[src/inc/dcil_map.vh]
`ifndef DCIL_MAP_VH
`define DCIL_MAP_VH

// number of internal interrupt sources and width of their index
`define DCIL_NUM_SRC 4
`define DCIL_IDX_W 2

// status field inside the vector byte
`define DCIL_VEC_ST_LSB 1
`define DCIL_VEC_ST_W 3

// vector read when nothing is pending
`define DCIL_NO_VECTOR 8'hFF

// reset values
`define DCIL_RST_VECTOR 8'h00
`define DCIL_RST_PIN_HI 1'b1
`define DCIL_RST_LATCH 1'b0

// depth of the pin synchronisers
`define DCIL_SYNC_STAGES 2

`endif

[src/logic/dcil_sync2.v]
`timescale 1ns/10ps
`include "dcil_map.vh"
module dcil_sync2
#(
  parameter WIDTH = 1
)
(
  // clock and reset
  input wire clk_in,
  input wire rst_in,
  // asynchronous levels in, synchronised levels out
  input wire [WIDTH-1:0] async_in,
  output wire [WIDTH-1:0] sync_out
);

  reg [WIDTH-1:0] meta_r;
  reg [WIDTH-1:0] sync_r;

  // strobes are active low, so the idle value is all ones
  always @(posedge clk_in)
  begin
    if (rst_in)
    begin
      meta_r <= {WIDTH{`DCIL_RST_PIN_HI}};
      sync_r <= {WIDTH{`DCIL_RST_PIN_HI}};
    end
    else
    begin
      meta_r <= async_in;
      sync_r <= meta_r;
    end
  end

  assign sync_out = sync_r;

endmodule

[src/logic/dcil_src.v]
`timescale 1ns/10ps
`include "dcil_map.vh"
module dcil_src
(
  // clock and reset
  input wire clk_in,
  input wire rst_in,
  // event and clears
  input wire set_in,
  input wire ack_busy_in,
  input wire clr_in,
  input wire grant_in,
  input wire svc_clr_in,
  // latch state
  output wire pending_out,
  output wire in_service_out
);

  reg pending_latch_r;
  reg held_r;
  reg in_service_latch_r;
  wire set_now;

  // an event during acknowledge is parked and applied once the cycle ends
  assign set_now = (set_in | held_r) & ~ack_busy_in;

  always @(posedge clk_in)
  begin
    if (rst_in)
    begin
      pending_latch_r <= `DCIL_RST_LATCH;
      held_r <= `DCIL_RST_LATCH;
      in_service_latch_r <= `DCIL_RST_LATCH;
    end
    else
    begin
      held_r <= ack_busy_in & (held_r | set_in);
      // set wins over a clear in the same cycle
      if (set_now)
        pending_latch_r <= 1'b1;
      else if (clr_in)
        pending_latch_r <= 1'b0;
      if (grant_in)
        in_service_latch_r <= 1'b1;
      else if (svc_clr_in)
        in_service_latch_r <= 1'b0;
    end
  end

  assign pending_out = pending_latch_r;
  assign in_service_out = in_service_latch_r;

endmodule

[src/logic/dcil_core.v]
`timescale 1ns/10ps
`include "dcil_map.vh"
// Contract
// - internal event sets pending latch; pending drives request, any in-service blocks it.
// - pending latch does not set during acknowledge; event held until it ends.
// - pending latch clears by software command or implicit data access.
// - in-service sets on acknowledge only with chain input high and pending.
// - chain input low at acknowledge: no in-service set, no vector driven.
// - in-service clears only by explicit software command, no opcode watch.
// - outside acknowledge chain output follows in-service only.
// - return opcode is never decoded; pending never raises chain output.
// - disable-lower-chain command forces chain output low unconditionally.
// - winning device drives vector while acknowledge and read strobe active.
// - read and write strobes low together reset the device.
// - vector register readable outside acknowledge, showing status even without status mode.
// - request output is open drain, active low, only ever pulled low.
// - master enable clear: no request and acknowledge ignored.
module dcil_core
#(
  parameter NUM_SRC = `DCIL_NUM_SRC,
  parameter IDX_W = `DCIL_IDX_W
)
(
  // clock and reset
  input wire clk_in,
  input wire rst_in,
  // processor pins, asynchronous
  input wire ce_n_in,
  input wire rd_n_in,
  input wire wr_n_in,
  input wire vec_sel_in,
  input wire irq_acknowledge_n_in,
  input wire chain_enable_in,
  // data bus, three signals of a two-way pin
  input wire [7:0] data_in,
  output wire [7:0] data_out,
  output wire data_oe_out,
  // interrupt request, open drain
  output wire irq_n_out,
  output wire irq_oe_out,
  // chain towards lower priority devices
  output wire chain_enable_out,
  // internal events and clears from the rest of the device
  input wire [NUM_SRC-1:0] irq_event_in,
  input wire [NUM_SRC-1:0] clear_pending_cmd_in,
  input wire [NUM_SRC-1:0] data_access_in,
  input wire clear_in_service_cmd_in,
  // configuration
  input wire master_irq_enable_in,
  input wire vector_includes_status_in,
  input wire disable_lower_chain_cmd_in,
  input wire [7:0] base_vector_in,
  // status
  output wire [NUM_SRC-1:0] pending_out,
  output wire [NUM_SRC-1:0] in_service_out,
  output wire [7:0] current_vector_out
);

  localparam [IDX_W-1:0] IDX_ZERO = {IDX_W{1'b0}};
  localparam [`DCIL_VEC_ST_W-IDX_W-1:0] ST_PAD =
    {(`DCIL_VEC_ST_W-IDX_W){1'b0}};
  localparam [NUM_SRC-1:0] SRC_ONE = {{(NUM_SRC-1){1'b0}}, 1'b1};

  // synchronised pins and internal reset
  wire [5:0] pins_raw;
  wire [5:0] pins_s;
  wire ce_s;
  wire rd_s;
  wire wr_s;
  wire vsel_s;
  wire ack_s;
  wire chain_s;
  wire strobe_rst;
  wire dev_rst;

  // latch state and priority
  wire [NUM_SRC-1:0] ip;
  wire [NUM_SRC-1:0] in_service_latch;
  wire [NUM_SRC-1:0] grant;
  wire [NUM_SRC-1:0] svc_clr;
  wire [NUM_SRC-1:0] clr_any;
  wire any_ip;
  wire any_ius;
  wire ack_act;
  wire ack_start;
  wire [NUM_SRC-1:0] ip_first;
  wire [NUM_SRC-1:0] ius_first;
  wire [IDX_W-1:0] top_ip_idx;

  // vector paths
  wire [7:0] status_vec;
  wire [7:0] cur_vec;
  wire [7:0] ack_vec;

  // registered state and next values
  reg ack_prev_r;
  reg won_r;
  reg won_nxt;
  reg [IDX_W-1:0] win_idx_r;
  reg [IDX_W-1:0] win_idx_nxt;
  reg chain_out_r;
  reg chain_out_nxt;
  reg irq_r;
  reg [7:0] data_r;
  reg [7:0] data_nxt;
  reg data_oe_r;
  reg data_oe_nxt;
  reg [7:0] cur_vec_r;

  // every processor pin passes two flops before logic reads it
  assign pins_raw = {chain_enable_in, irq_acknowledge_n_in, vec_sel_in,
                     wr_n_in, rd_n_in, ce_n_in};

  // syncs stay on rst_in alone, so a strobe reset can see its own release
  dcil_sync2 #(
    .WIDTH(6)
  ) u_pin_sync (
    .clk_in(clk_in),
    .rst_in(rst_in),
    .async_in(pins_raw),
    .sync_out(pins_s)
  );

  assign ce_s = ~pins_s[0];
  assign rd_s = ~pins_s[1];
  assign wr_s = ~pins_s[2];
  assign vsel_s = pins_s[3];
  assign ack_s = ~pins_s[4];
  assign chain_s = pins_s[5];

  // both strobes low at once is the hardware reset request
  assign strobe_rst = rd_s & wr_s;
  assign dev_rst = rst_in | strobe_rst;

  // highest priority is the lowest index
  function [IDX_W-1:0] top_index;
    input [NUM_SRC-1:0] vec;
    integer i;
    begin
      top_index = IDX_ZERO;
      for (i = NUM_SRC - 1; i >= 0; i = i - 1)
        if (vec[i])
          top_index = i[IDX_W-1:0];
    end
  endfunction

  // status field of a vector replaced by a source index
  function [7:0] with_status;
    input [7:0] vec;
    input [IDX_W-1:0] idx;
    begin
      with_status = vec | ({{(8-`DCIL_VEC_ST_W){1'b0}}, ST_PAD, idx} <<
                           `DCIL_VEC_ST_LSB);
    end
  endfunction

  assign any_ip = |ip;
  assign any_ius = |in_service_latch;
  assign top_ip_idx = top_index(ip);
  // the lowest set bit of each latch vector is its top priority source
  assign ip_first = ip & ~(ip - SRC_ONE);
  assign ius_first = in_service_latch & ~(in_service_latch - SRC_ONE);

  // acknowledge counts only while the master enable is set
  assign ack_act = ack_s & master_irq_enable_in;
  assign ack_start = ack_act & ~ack_prev_r;

  // the dedicated acknowledge strobe is the only way a cycle starts
  always @*
  begin
    won_nxt = won_r;
    win_idx_nxt = win_idx_r;
    if (!ack_act)
      won_nxt = 1'b0;
    else if (ack_start)
    begin
      // low chain input means an upstream device owns this cycle
      won_nxt = chain_s & any_ip;
      win_idx_nxt = top_ip_idx;
    end
  end

  genvar g;
  generate
    for (g = 0; g < NUM_SRC; g = g + 1)
    begin : g_src
      assign grant[g] = ack_start & won_nxt & ip_first[g];
      // only the command clears service, no bus opcode is watched
      assign svc_clr[g] = clear_in_service_cmd_in &
                          ius_first[g];
      assign clr_any[g] = clear_pending_cmd_in[g] |
                          data_access_in[g];

      dcil_src u_src (
        .clk_in(clk_in),
        .rst_in(dev_rst),
        .set_in(irq_event_in[g]),
        // an ignored acknowledge does not hold events off
        .ack_busy_in(ack_act),
        .clr_in(clr_any[g]),
        .grant_in(grant[g]),
        .svc_clr_in(svc_clr[g]),
        .pending_out(ip[g]),
        .in_service_out(in_service_latch[g])
      );
    end
  endgenerate

  // chain output: pending matters only inside the acknowledge cycle
  always @*
  begin
    if (disable_lower_chain_cmd_in)
      chain_out_nxt = 1'b0;
    else if (ack_act)
      chain_out_nxt = chain_s & ~any_ius & ~any_ip;
    else
      chain_out_nxt = chain_s & ~any_ius;
  end

  // status field always reflects the top pending source
  assign status_vec = base_vector_in &
                      ~({{(8-`DCIL_VEC_ST_W){1'b0}},
                         {`DCIL_VEC_ST_W{1'b1}}} << `DCIL_VEC_ST_LSB);
  assign cur_vec = any_ip ? with_status(status_vec, top_ip_idx) :
                   `DCIL_NO_VECTOR;
  // acknowledge vector carries status only in status mode
  assign ack_vec = vector_includes_status_in ?
                   with_status(status_vec, win_idx_r) : base_vector_in;

  // bus read: vector on acknowledge, else register reads when selected
  always @*
  begin
    data_nxt = data_r;
    data_oe_nxt = 1'b0;
    if (ack_act)
    begin
      if (won_r & rd_s)
      begin
        data_nxt = ack_vec;
        data_oe_nxt = 1'b1;
      end
    end
    else if (ce_s & rd_s & ~wr_s)
    begin
      data_oe_nxt = 1'b1;
      if (vsel_s)
        data_nxt = cur_vec;
      else
        data_nxt = {in_service_latch, ip};
    end
  end

  always @(posedge clk_in)
  begin
    if (dev_rst)
    begin
      ack_prev_r <= 1'b0;
      won_r <= 1'b0;
      win_idx_r <= IDX_ZERO;
      chain_out_r <= 1'b0;
      irq_r <= 1'b0;
      data_r <= `DCIL_RST_VECTOR;
      data_oe_r <= 1'b0;
      cur_vec_r <= `DCIL_NO_VECTOR;
    end
    else
    begin
      ack_prev_r <= ack_act;
      won_r <= won_nxt;
      win_idx_r <= win_idx_nxt;
      chain_out_r <= chain_out_nxt;
      // request while enabled, pending and nothing under service
      irq_r <= master_irq_enable_in & any_ip & ~any_ius;
      data_r <= data_nxt;
      data_oe_r <= data_oe_nxt;
      cur_vec_r <= cur_vec;
    end
  end

  // open drain: the pin level is never driven high
  assign irq_n_out = 1'b0;
  assign irq_oe_out = irq_r;

  // outputs straight from the latches and flops
  assign chain_enable_out = chain_out_r;
  assign data_out = data_r;
  assign data_oe_out = data_oe_r;
  assign pending_out = ip;
  assign in_service_out = in_service_latch;
  assign current_vector_out = cur_vec_r;

  // data_in is unused: writes come over the command ports, not the bus
  wire unused_data;
  assign unused_data = ^data_in;

endmodule

[config.mk]
export PLATFORM = sky130hd
export DESIGN_NAME = dcil_core
export DESIGN_NICKNAME = d
export VERILOG_FILES = /design/src/logic/dcil_sync2.v /design/src/logic/dcil_src.v /design/src/logic/dcil_core.v
export VERILOG_INCLUDE_DIRS = /design/src /design/src/inc
export SDC_FILE = /design/constraint.sdc
export NUM_CORES = 1
export LEC_CHECK = 0
export BUFFER_PORTS_ARGS = -buffer_cell sky130_fd_sc_hd__buf_2
export CAP_MARGIN = 40
export CORE_MARGIN = 2
export CORE_UTILIZATION = 45
export DETAILED_ROUTE_END_ITERATION = 10
export HOLD_SLACK_MARGIN = 0.03
export PLACE_DENSITY = 0.81
export RECOVER_POWER = 100
export SYNTH_ARGS = -nofsm -noshare
export SYNTH_HDL_FRONTEND = slang
export SYNTH_SLANG_ARGS = --single-unit
[constraint.sdc]
create_clock -name clk_in -period 2.01 [get_ports clk_in]
set_input_delay 0.1005 -clock clk_in [delete_from_list [all_inputs] [get_ports clk_in]]
set_output_delay 0.1005 -clock clk_in [all_outputs]
set_load 0.01 [all_outputs]
# Word level (Yosys, flattened, before mapping)
# Cells that the tools add are included.
# word_totals
out_inout_bits	28
in_bits	40
elab_cells	122
reg_bits	47
# classes
mux	32
reduce_logical	14
bitwise_logic	51
add_sub_neg	2
eq_ne	1
# op_table
op	n
$mux 8	6
$and 1x1->1	28
$mux 1	22
$reduce_bool 2->1	9
$or 8x3->8	2
$or 1x1->1	9
$and 4x4->4	2
$mux 2	4
$not 1->1	8
$not 4->4	2
$reduce_or 4->1	2
$sub 4x1->4 const B	2
$reduce_and 2->1	2
$ne 2x1->1 const B	1
$reduce_or 2->1	1

# Logic depth before layout (Yosys ltp)
# Gate-level depths: netlist of the first run.
# logic_depth
ltp_word	9
ltp_mapped	5
mapped_depth_nobuf	4

# Cells and area by module
# Synthesis of the first run repeated with hierarchy kept, for this count alone.
# unflattened
cells_unflattened	183
hier_area_um2	1813.0
# by_module_without_submodules
mod	n_inst	seq_area_each_um2	area_each_um2	cells_per_inst
dcil_core	1	460.4	1082.3	118
dcil_src	4	60.1	102.6	10
dcil_sync2	1	240.2	320.3	25

# Worst setup path before layout of the first run
# OpenSTA, ideal clock, no wires.
# synth_path
path_type	register to register
start	register g_src[1].u_src.pending_latch_r
end	register data_r[0], in the netlist data_out[0]
slack_ns	0.536
stages_incl_launch_ff	5
arrival_time_ns	1.414
required_time_ns	1.950
setup_ns	0.060
period_less_slack_ns	1.474
n_path_buf	0
cell_sequence	dfxtp_1 or4_1 a21o_1 a21oi_1 a22o_1
# synth_via
elab_chain_cells	5
# synth_lines
item	line	rtl
start: declaration	dcil_src.v:19	reg pending_latch_r;
start signal: assignment	dcil_src.v:31	pending_latch_r <= `DCIL_RST_LATCH;
$reduce_or 4->1	dcil_core.v:157	assign any_ip = |ip;
$mux 8 (no line)	--	
$mux 8	dcil_core.v:246	if (vsel_s)
$mux 8	dcil_core.v:243	else if (ce_s & rd_s & ~wr_s)
$mux 8	dcil_core.v:235	if (ack_act)
end signal: assignment	dcil_core.v:262	data_r <= `DCIL_RST_VECTOR;
end signal: assignment	dcil_core.v:274	data_r <= data_nxt;
end: declaration	dcil_core.v:104	reg [7:0] data_r;
# Every way passes these cells. The select of a mux whose other input is x is not followed.
# A chain may end at the register's enable or synchronous reset.

# Worst setup path after layout of the first run
# layout_path
start	register g_src[1].u_src.pending_latch_r
end	register data_r[3], in the netlist data_out[3]
# The elaborated chain is that of the path after synthesis.

==> key figures, run 1 <==
STA
  • Worst-Margin Slew: around 570 ps
  • Fin crit share: a little under nine tenths
  • Max_slew headroom: 62.2%
  • Setup TNS: 0 ps
  • Setup violations, final: 0
  • Max-slew violations: 0
  • Tmin final: approximately 1700 ps
  • Worst Clk Skew: around 8.9 ps
  • RSZ-0062 raised after global routing: false
  • Fin. Hold Viols: 0
  • Fmax: just under 0.6 GHz
  • Setup WS post-layout: between 200 and 300 ps

Yosys
  • Compound-Gate Fraction of Synth Area: between 15 and 20%
  • Mux cell area share after synthesis: 1.69%
  • Synth Cell Area: ~1800 sq um
  • Mapped Cells: around 190
  • Synth Area in Adders: 0%
  • Synth warn: 0
  • Largest family of logic cells by synthesized area: simple AND/OR/NAND/NOR gates
  • Netlist cell types: 39
  • Post-synthesis register bit count: 47
  • Sequential cell area fraction in the yosys report: 52.8%
  • Post-Synth XOR/XNOR Area: 0%
  • Top cells by area, synth: dfxtp_1 (53%), nor2_1 (5.7%), a21oi_1 (4.2%)
  • Area share of the largest cell type after synthesis: 52.8%
  • Mapped Avg Cell Area: a little over 9 sq um
  • Area leader, netlist: dfxtp_1
  • Post-Synth Simple-Gate Area: around a quarter
  • Post-synth net total: around 230

Route
  • Starting DRT DRC Count: 90
  • Total number of vias: between 1500 and 2000
  • Total Wirelength: ~3700 um
  • Via density: between 5 and 6
  • Residual DRC count: 0
  • Wire per inst: 12.3 um
  • Drt first pass iters: 4
  • Antenna-violating nets left: 0

Pwr
  • Lkg Pwr: about 0.0009 uW
  • Power Dens Cells: 781 nW/um^2
  • Maximum VDD drop: approximately 0.54 mV

Setup path
  • Worst-path fanout max: 9
  • R2R Path Start: g_src[1].u_src.pending_out
  • Worst-path cell chain: nor4_2, a211oi_1, or4_1, a21oi_1
  • CP endpoint kind: register
  • CP max-delay cell: nor4_2
  • WP data required: approximately 2200 ps
  • Max incr delay on CP: 520 ps
  • Crit path from: g_src[1].u_src.pending_out
  • Arr. time, crit path: between 1500 and 2000 ps
  • CP startpoint kind: register
  • Worst Setup Path Type: reg2reg

Placement
  • Pre-CTS setup slack: roughly 320 ps
  • Gpl congestion: 0.838
  • Dpl hpwl: 2670 um
  • Port bufs: a little under 60

Clock network
  • # hold bufs at CTS: 12
  • Num CTS Buffers: 5
  • CTS tree: yes
  • Sink Count: between 40 and 50
  • CTS Root Cell: clkbuf_8
  • # Post-CTS Setup Buffers: 0
  • Post-CTS Resized: 0
  • Maximum root-to-sink buffer count: 2
  • Clk slew on worst S/H paths: approximately 80 ps
  • Clk Latency, worst-skew pair: 290 ps
  • H-tree levels: 2

Final layout
  • Fraction of layout cells with a size suffix above 1: between 20% and 30%
  • Synthesis-to-finish area growth: 24.7%
  • Fin nets: just under 300
  • N_diodes: 0

Run status
  • Status: completed

Floorplan
  • FP Rows: 22
  • Initial core utilization: between 40% and 50%
  • Core box area: 3740 sq um
  • Die width: between 60 and 70 um
  • IO Pins: between 60 and 70
  • Die H: roughly 67 um
  • Die Area: between 4000 and 5000 sq um

GRT
  • Vias in the first global route: roughly 1400
  • Largest net degree at the start of global routing: 16
  • Grt total ovfl: 0
  • Initial antenna violation count: 0
  • Gr usage total: between 10% and 20%
  • Wire length of the first global-routing pass: 6220 um

Worst hold path
  • Hold WC Path Type: in2reg
  • Hold path start: irq_event_in[2]

Job
  • Max cap viols: 0
-- critical path: cells and delay by family, from the launching register on --
family / cells / cell delay [ps]
simple gates: 2 / 960
flops: 1 / 400
compound gates: 2 / 310
-- layout make-up --
type,count,area [sq um]
Inverter,8,30.0
Clock buffer,6,82.6
Clock inverter,1,5.00
Sequential cell,47,941
Timing Repair Buffer,72,388
Multi-Input combinational cell,123,714
Fill cell,365,1520
Tap cell,48,60.1
-- per-layer routing --
metal	vias to the layer above	global-route usage (%)	wire, um
met1	704	21.0	1660
met2	46	34.0	1830
met4	0	5.36	32
met5	-	0	0
li1	777	-	-
met3	5	4.56	223
-- sequential cells by signal (all words and copies together) (netlist names), 2 cells and up --
| name | cells |
|---|---|
| g_src.u_src.in_service_out | 4 |
| g_src.u_src.held_r | 4 |
| data_out | 8 |
| current_vector_out | 8 |
| u_pin_sync.meta_r | 6 |
| win_idx_r | 2 |
| g_src.u_src.pending_out | 4 |
| u_pin_sync.sync_out | 6 |
-- logic make-up (layout without fill, tap and decap cells) --
family	Yosys count	count (layout)
buf+inv	23	87
simple gates	78	78
compound gates	41	41
other cells	1	1
flops	47	47
mux	3	3
-- cells in the final DEF, fill, tap and decap left out, types with 5 or more instances in the layout --
| cell type | n |
|---|---|
| or2_2 | 12 |
| buf_2 | 31 |
| o21ai_0 | 7 |
| inv_1 | 8 |
| nand2_1 | 7 |
| dlygate4sd3_1 | 12 |
| nor3_1 | 5 |
| nor2b_1 | 8 |
| nor2_1 | 27 |
| clkbuf_1 | 28 |
| dfxtp_1 | 47 |
| clkbuf_8 | 6 |
| a21oi_1 | 16 |
| a22o_1 | 5 |
-- path summary, 6_finish.rpt --
check	end	slack, ps	depth (start not counted)
max	data_out[3]	280	4
min	g_src[2].u_src.held_r	40	3
max reg2reg	data_out[3]	280	4
min reg2reg	u_pin_sync.sync_out[1]	410	1
-- power by group --
| part | switching, uW | internal (uW) | total [uW] |
|---|---|---|---|
| sequential | 25.3 | 966 | 991 |
| clock | 287 | 270 | 556 |
| combinational | 94.6 | 92.9 | 188 |
-- stage by stage --
step | instances | area [sq um] | power, uW | utilization (%) | hold slack, ps
after floorplan | 193 | 1780 | 1120 | - | 197
after global placement | 286 | 2050 | 1180 | 54.9 | 282
after detailed placement | 286 | 2050 | 1190 | 54.9 | 285
after CTS | 305 | 2260 | 1750 | 60.4 | 38.5
after global routing | 305 | 2220 | 1830 | 59.3 | 57.9
final | 305 | 2220 | 1730 | 59.3 | 35.5
-- synthesized netlist by cell type --
cell and number:
or2_2 12, mux2i_1 3, a22oi_1 1, or2_0 1, nor4_2 1, a311o_1 1
inv_1 8, buf_2 1, dfxtp_1 47, o2bb2ai_1 2, a21o_1 1, nor3b_1 1
nand2_1 7, nand4b_1 1, nand3_1 2, a32oi_1 1, clkbuf_1 5, o21ai_0 7
nor2b_1 8, o31ai_1 1, nand2b_1 3, or4_1 2, nor3_1 5, conb_1 1
a211oi_1 2, nor3_2 1, a22o_1 5, nor4bb_1 1, o32a_1 1, a21oi_2 1
or3_1 3, or3_2 1, nor4_1 1, buf_4 9, o21a_1 1, a21oi_1 15
nor2_1 27, o211ai_1 2, and3_1 1
No activity file was read; power rests on OpenSTA's default activity.
==> inputs of run 2 (changes only) <==
--- a/config.mk
+++ b/config.mk
@@ -10,6 +10,7 @@
 export CAP_MARGIN = 40
 export CORE_MARGIN = 2
 export CORE_UTILIZATION = 45
+export CTS_BUF_LIST = sky130_fd_sc_hd__clkbuf_16
 export DETAILED_ROUTE_END_ITERATION = 10
 export HOLD_SLACK_MARGIN = 0.03
 export PLACE_DENSITY = 0.81
==> key figures, run 2 (same netlist as run 1, synthesis figures left out) <==
Run status
  • Status: completed

Setup path
  • Worst-path cell chain: nor4_2, a211oi_1, or4_1, a21oi_1
  • Worst-path fanout max: 9 (unchanged)
  • CP startpoint kind: register
  • CP endpoint kind: register
  • Arr. time, crit path: 1930 ps (-20 ps)
  • Family with the most delay on the worst path: simple AND/OR/NAND/NOR gates
  • CP max-delay cell: nor4_2
  • Buffers and inverters on the worst path: 0 (unchanged)
  • Max incr delay on CP: 520 ps (about the same)
  • WP data required: 2230 ps (about the same)
  • Worst Setup Path Type: reg2reg

Clock network
  • H-tree levels: 2 (unchanged)
  • Num CTS Buffers: 5 (unchanged)
  • Maximum root-to-sink buffer count: 2 (unchanged)
  • Sink Count: 47 (unchanged)
  • CTS tree: yes
  • Clk slew on worst S/H paths: 60 ps (-20 ps)
  • CTS Root Cell: clkbuf_16
  • Clk Latency, worst-skew pair: 280 ps (about the same)

GRT
  • Largest net degree at the start of global routing: 16 (unchanged)
  • Vias in the first global route: 1423 (-1.6%)
  • Initial antenna violation count: 0 (unchanged)
  • Grt total ovfl: 0 (unchanged)
  • Gr usage total: 19.1% (+0.60 points)
  • Wire length of the first global-routing pass: 6270 um (+0.67%)

Route
  • WL met1: 1650 um (-0.54%)
  • Residual DRC count: 0 (unchanged)
  • Antenna-violating nets left: 0 (unchanged)
  • Via density: 5.02 (-0.13%)
  • Total Wirelength: 3800 um (+1.5%)
  • Starting DRT DRC Count: 104 (+16%)
  • Highest metal used: met4
  • Met2 Routed Length: 1830 um (about the same)
  • Total number of vias: 1515 (-1.1%)
  • Wire per inst: 12.6 um (+2.6%)
  • Routed met3 length: 258 um (+16%)
  • Drt first pass iters: 4 (unchanged)

STA
  • Max_slew headroom: 59.0% (-3.3 points)
  • Fmax: 0.584 GHz (+0.78%)
  • Setup violations, final: 0 (unchanged)
  • Fin crit share: 85.2% (-0.67 points)
  • Max-slew violations: 0 (unchanged)
  • Setup TNS: 0 ps (unchanged)
  • Worst-Margin Slew: 614 ps (+49.1 ps)
  • Fin. Hold Viols: 0 (unchanged)
  • Tmin final: 1710 ps (-13.4 ps)
  • Worst Clk Skew: 4.55 ps (-4.32 ps)
  • RSZ-0062 raised after global routing: false

Pwr
  • Design Power: 1940 uW (+12%)
  • Lkg Pwr: 0.000924 uW (+0.82%)
  • Maximum VDD drop: 0.535 mV (-0.71%)
  • Power Dens Cells: 866 nW/um^2 (+11%)

Placement
  • Port bufs: 58 (unchanged)
  • Dpl hpwl: 2670 um (unchanged)
  • Gpl congestion: 0.838 (unchanged)

Floorplan
  • Initial core utilization: 47.6% (unchanged)
  • Die H: 66.9 um (unchanged)
  • IO Pins: 68 (unchanged)
  • Die width: 66.9 um (unchanged)
  • Die Area: 4480 sq um (unchanged)
  • FP Rows: 22 (unchanged)
  • Core box area: 3740 sq um (unchanged)

Final layout
  • Synthesis-to-finish area growth: 25.7%
  • Fin nets: 294 (-1.0%)
  • Fraction of layout cells with a size suffix above 1: 20.9% (-0.15 points)
  • Commonest non-fill, non-tap cell in the layout: dfxtp_1
  • Leading cell types in the layout, fill and taps excluded: dfxtp_1 (47), buf_2 (31), clkbuf_1 (28)
  • N_diodes: 0 (unchanged)

Job
  • Max cap viols: 0 (unchanged)

Worst hold path
  • Hold WC Path Type: in2reg
[run 2: changes by cell type in the layout (fill, tap and decap cells not counted), sizes merged]
cell / previous run / this run
clkbuf: 34 / 33
clkinv: 1 / 2
dlygate4sd3: 12 / 9
[run 2: worst paths after layout]
| check | cells past startpoint | startpoint | to | slack [ps] |
|---|---|---|---|---|
| worst max-delay path | 4 | g_src[1].u_src.pending_out | data_out[3] | 300 |
| worst min-delay path | 2 | base_vector_in[5] | current_vector_out[5] | 30 |
| worst max register to register | 4 | g_src[1].u_src.pending_out | data_out[3] | 300 |
| worst min register to register | 1 | u_pin_sync.meta_r[1] | u_pin_sync.sync_out[1] | 410 |
[run 2: metrics by stage]
stage / instances / worst slack (ps) / area (sq um) / hold slack (ps) / util (%)
CTS: 302 / 304 / 2280 / 31.8 / 60.9
global route: 302 / 166 / 2240 / 37.8 / 59.8
finish: 302 / 298 / 2240 / 29.1 / 59.8
detailed placement: 286 / 322 / 2050 / 285 / 54.9
global placement: 286 / 379 / 2050 / 282 / 54.9
floorplan: 193 / 536 / 1780 / 197 / -
[run 2: final cells by class]
type,count,area [sq um]
Clock buffer,5,125
Clock inverter,2,8.76
Fill cell,360,1510
Inverter,8,30.0
Multi-Input combinational cell,123,714
Sequential cell,47,941
Tap cell,48,60.1
Timing Repair Buffer,69,358
[run 2: metal layers]
metal	GRT usage, %	vias to the layer above
met2	33.4	49
met5	0	-
met3	5.07	5
met1	21.8	687
met4	8.42	0
li1	-	774
[run 2: what timing repair did]
action                                 4_1_cts  5_1_grt
gates resized for setup                      0        0
endpoints found under the hold margin        9        0
hold buffers                                 9        0
setup buffers                                0        0
[run 2: report_power, final]
part           leakage, uW  switching [uW]  internal, uW
registers         0.000385            25.6           967
clock network    0.0000671             314           446
logic             0.000471            94.2          89.1
total             0.000924             434          1500
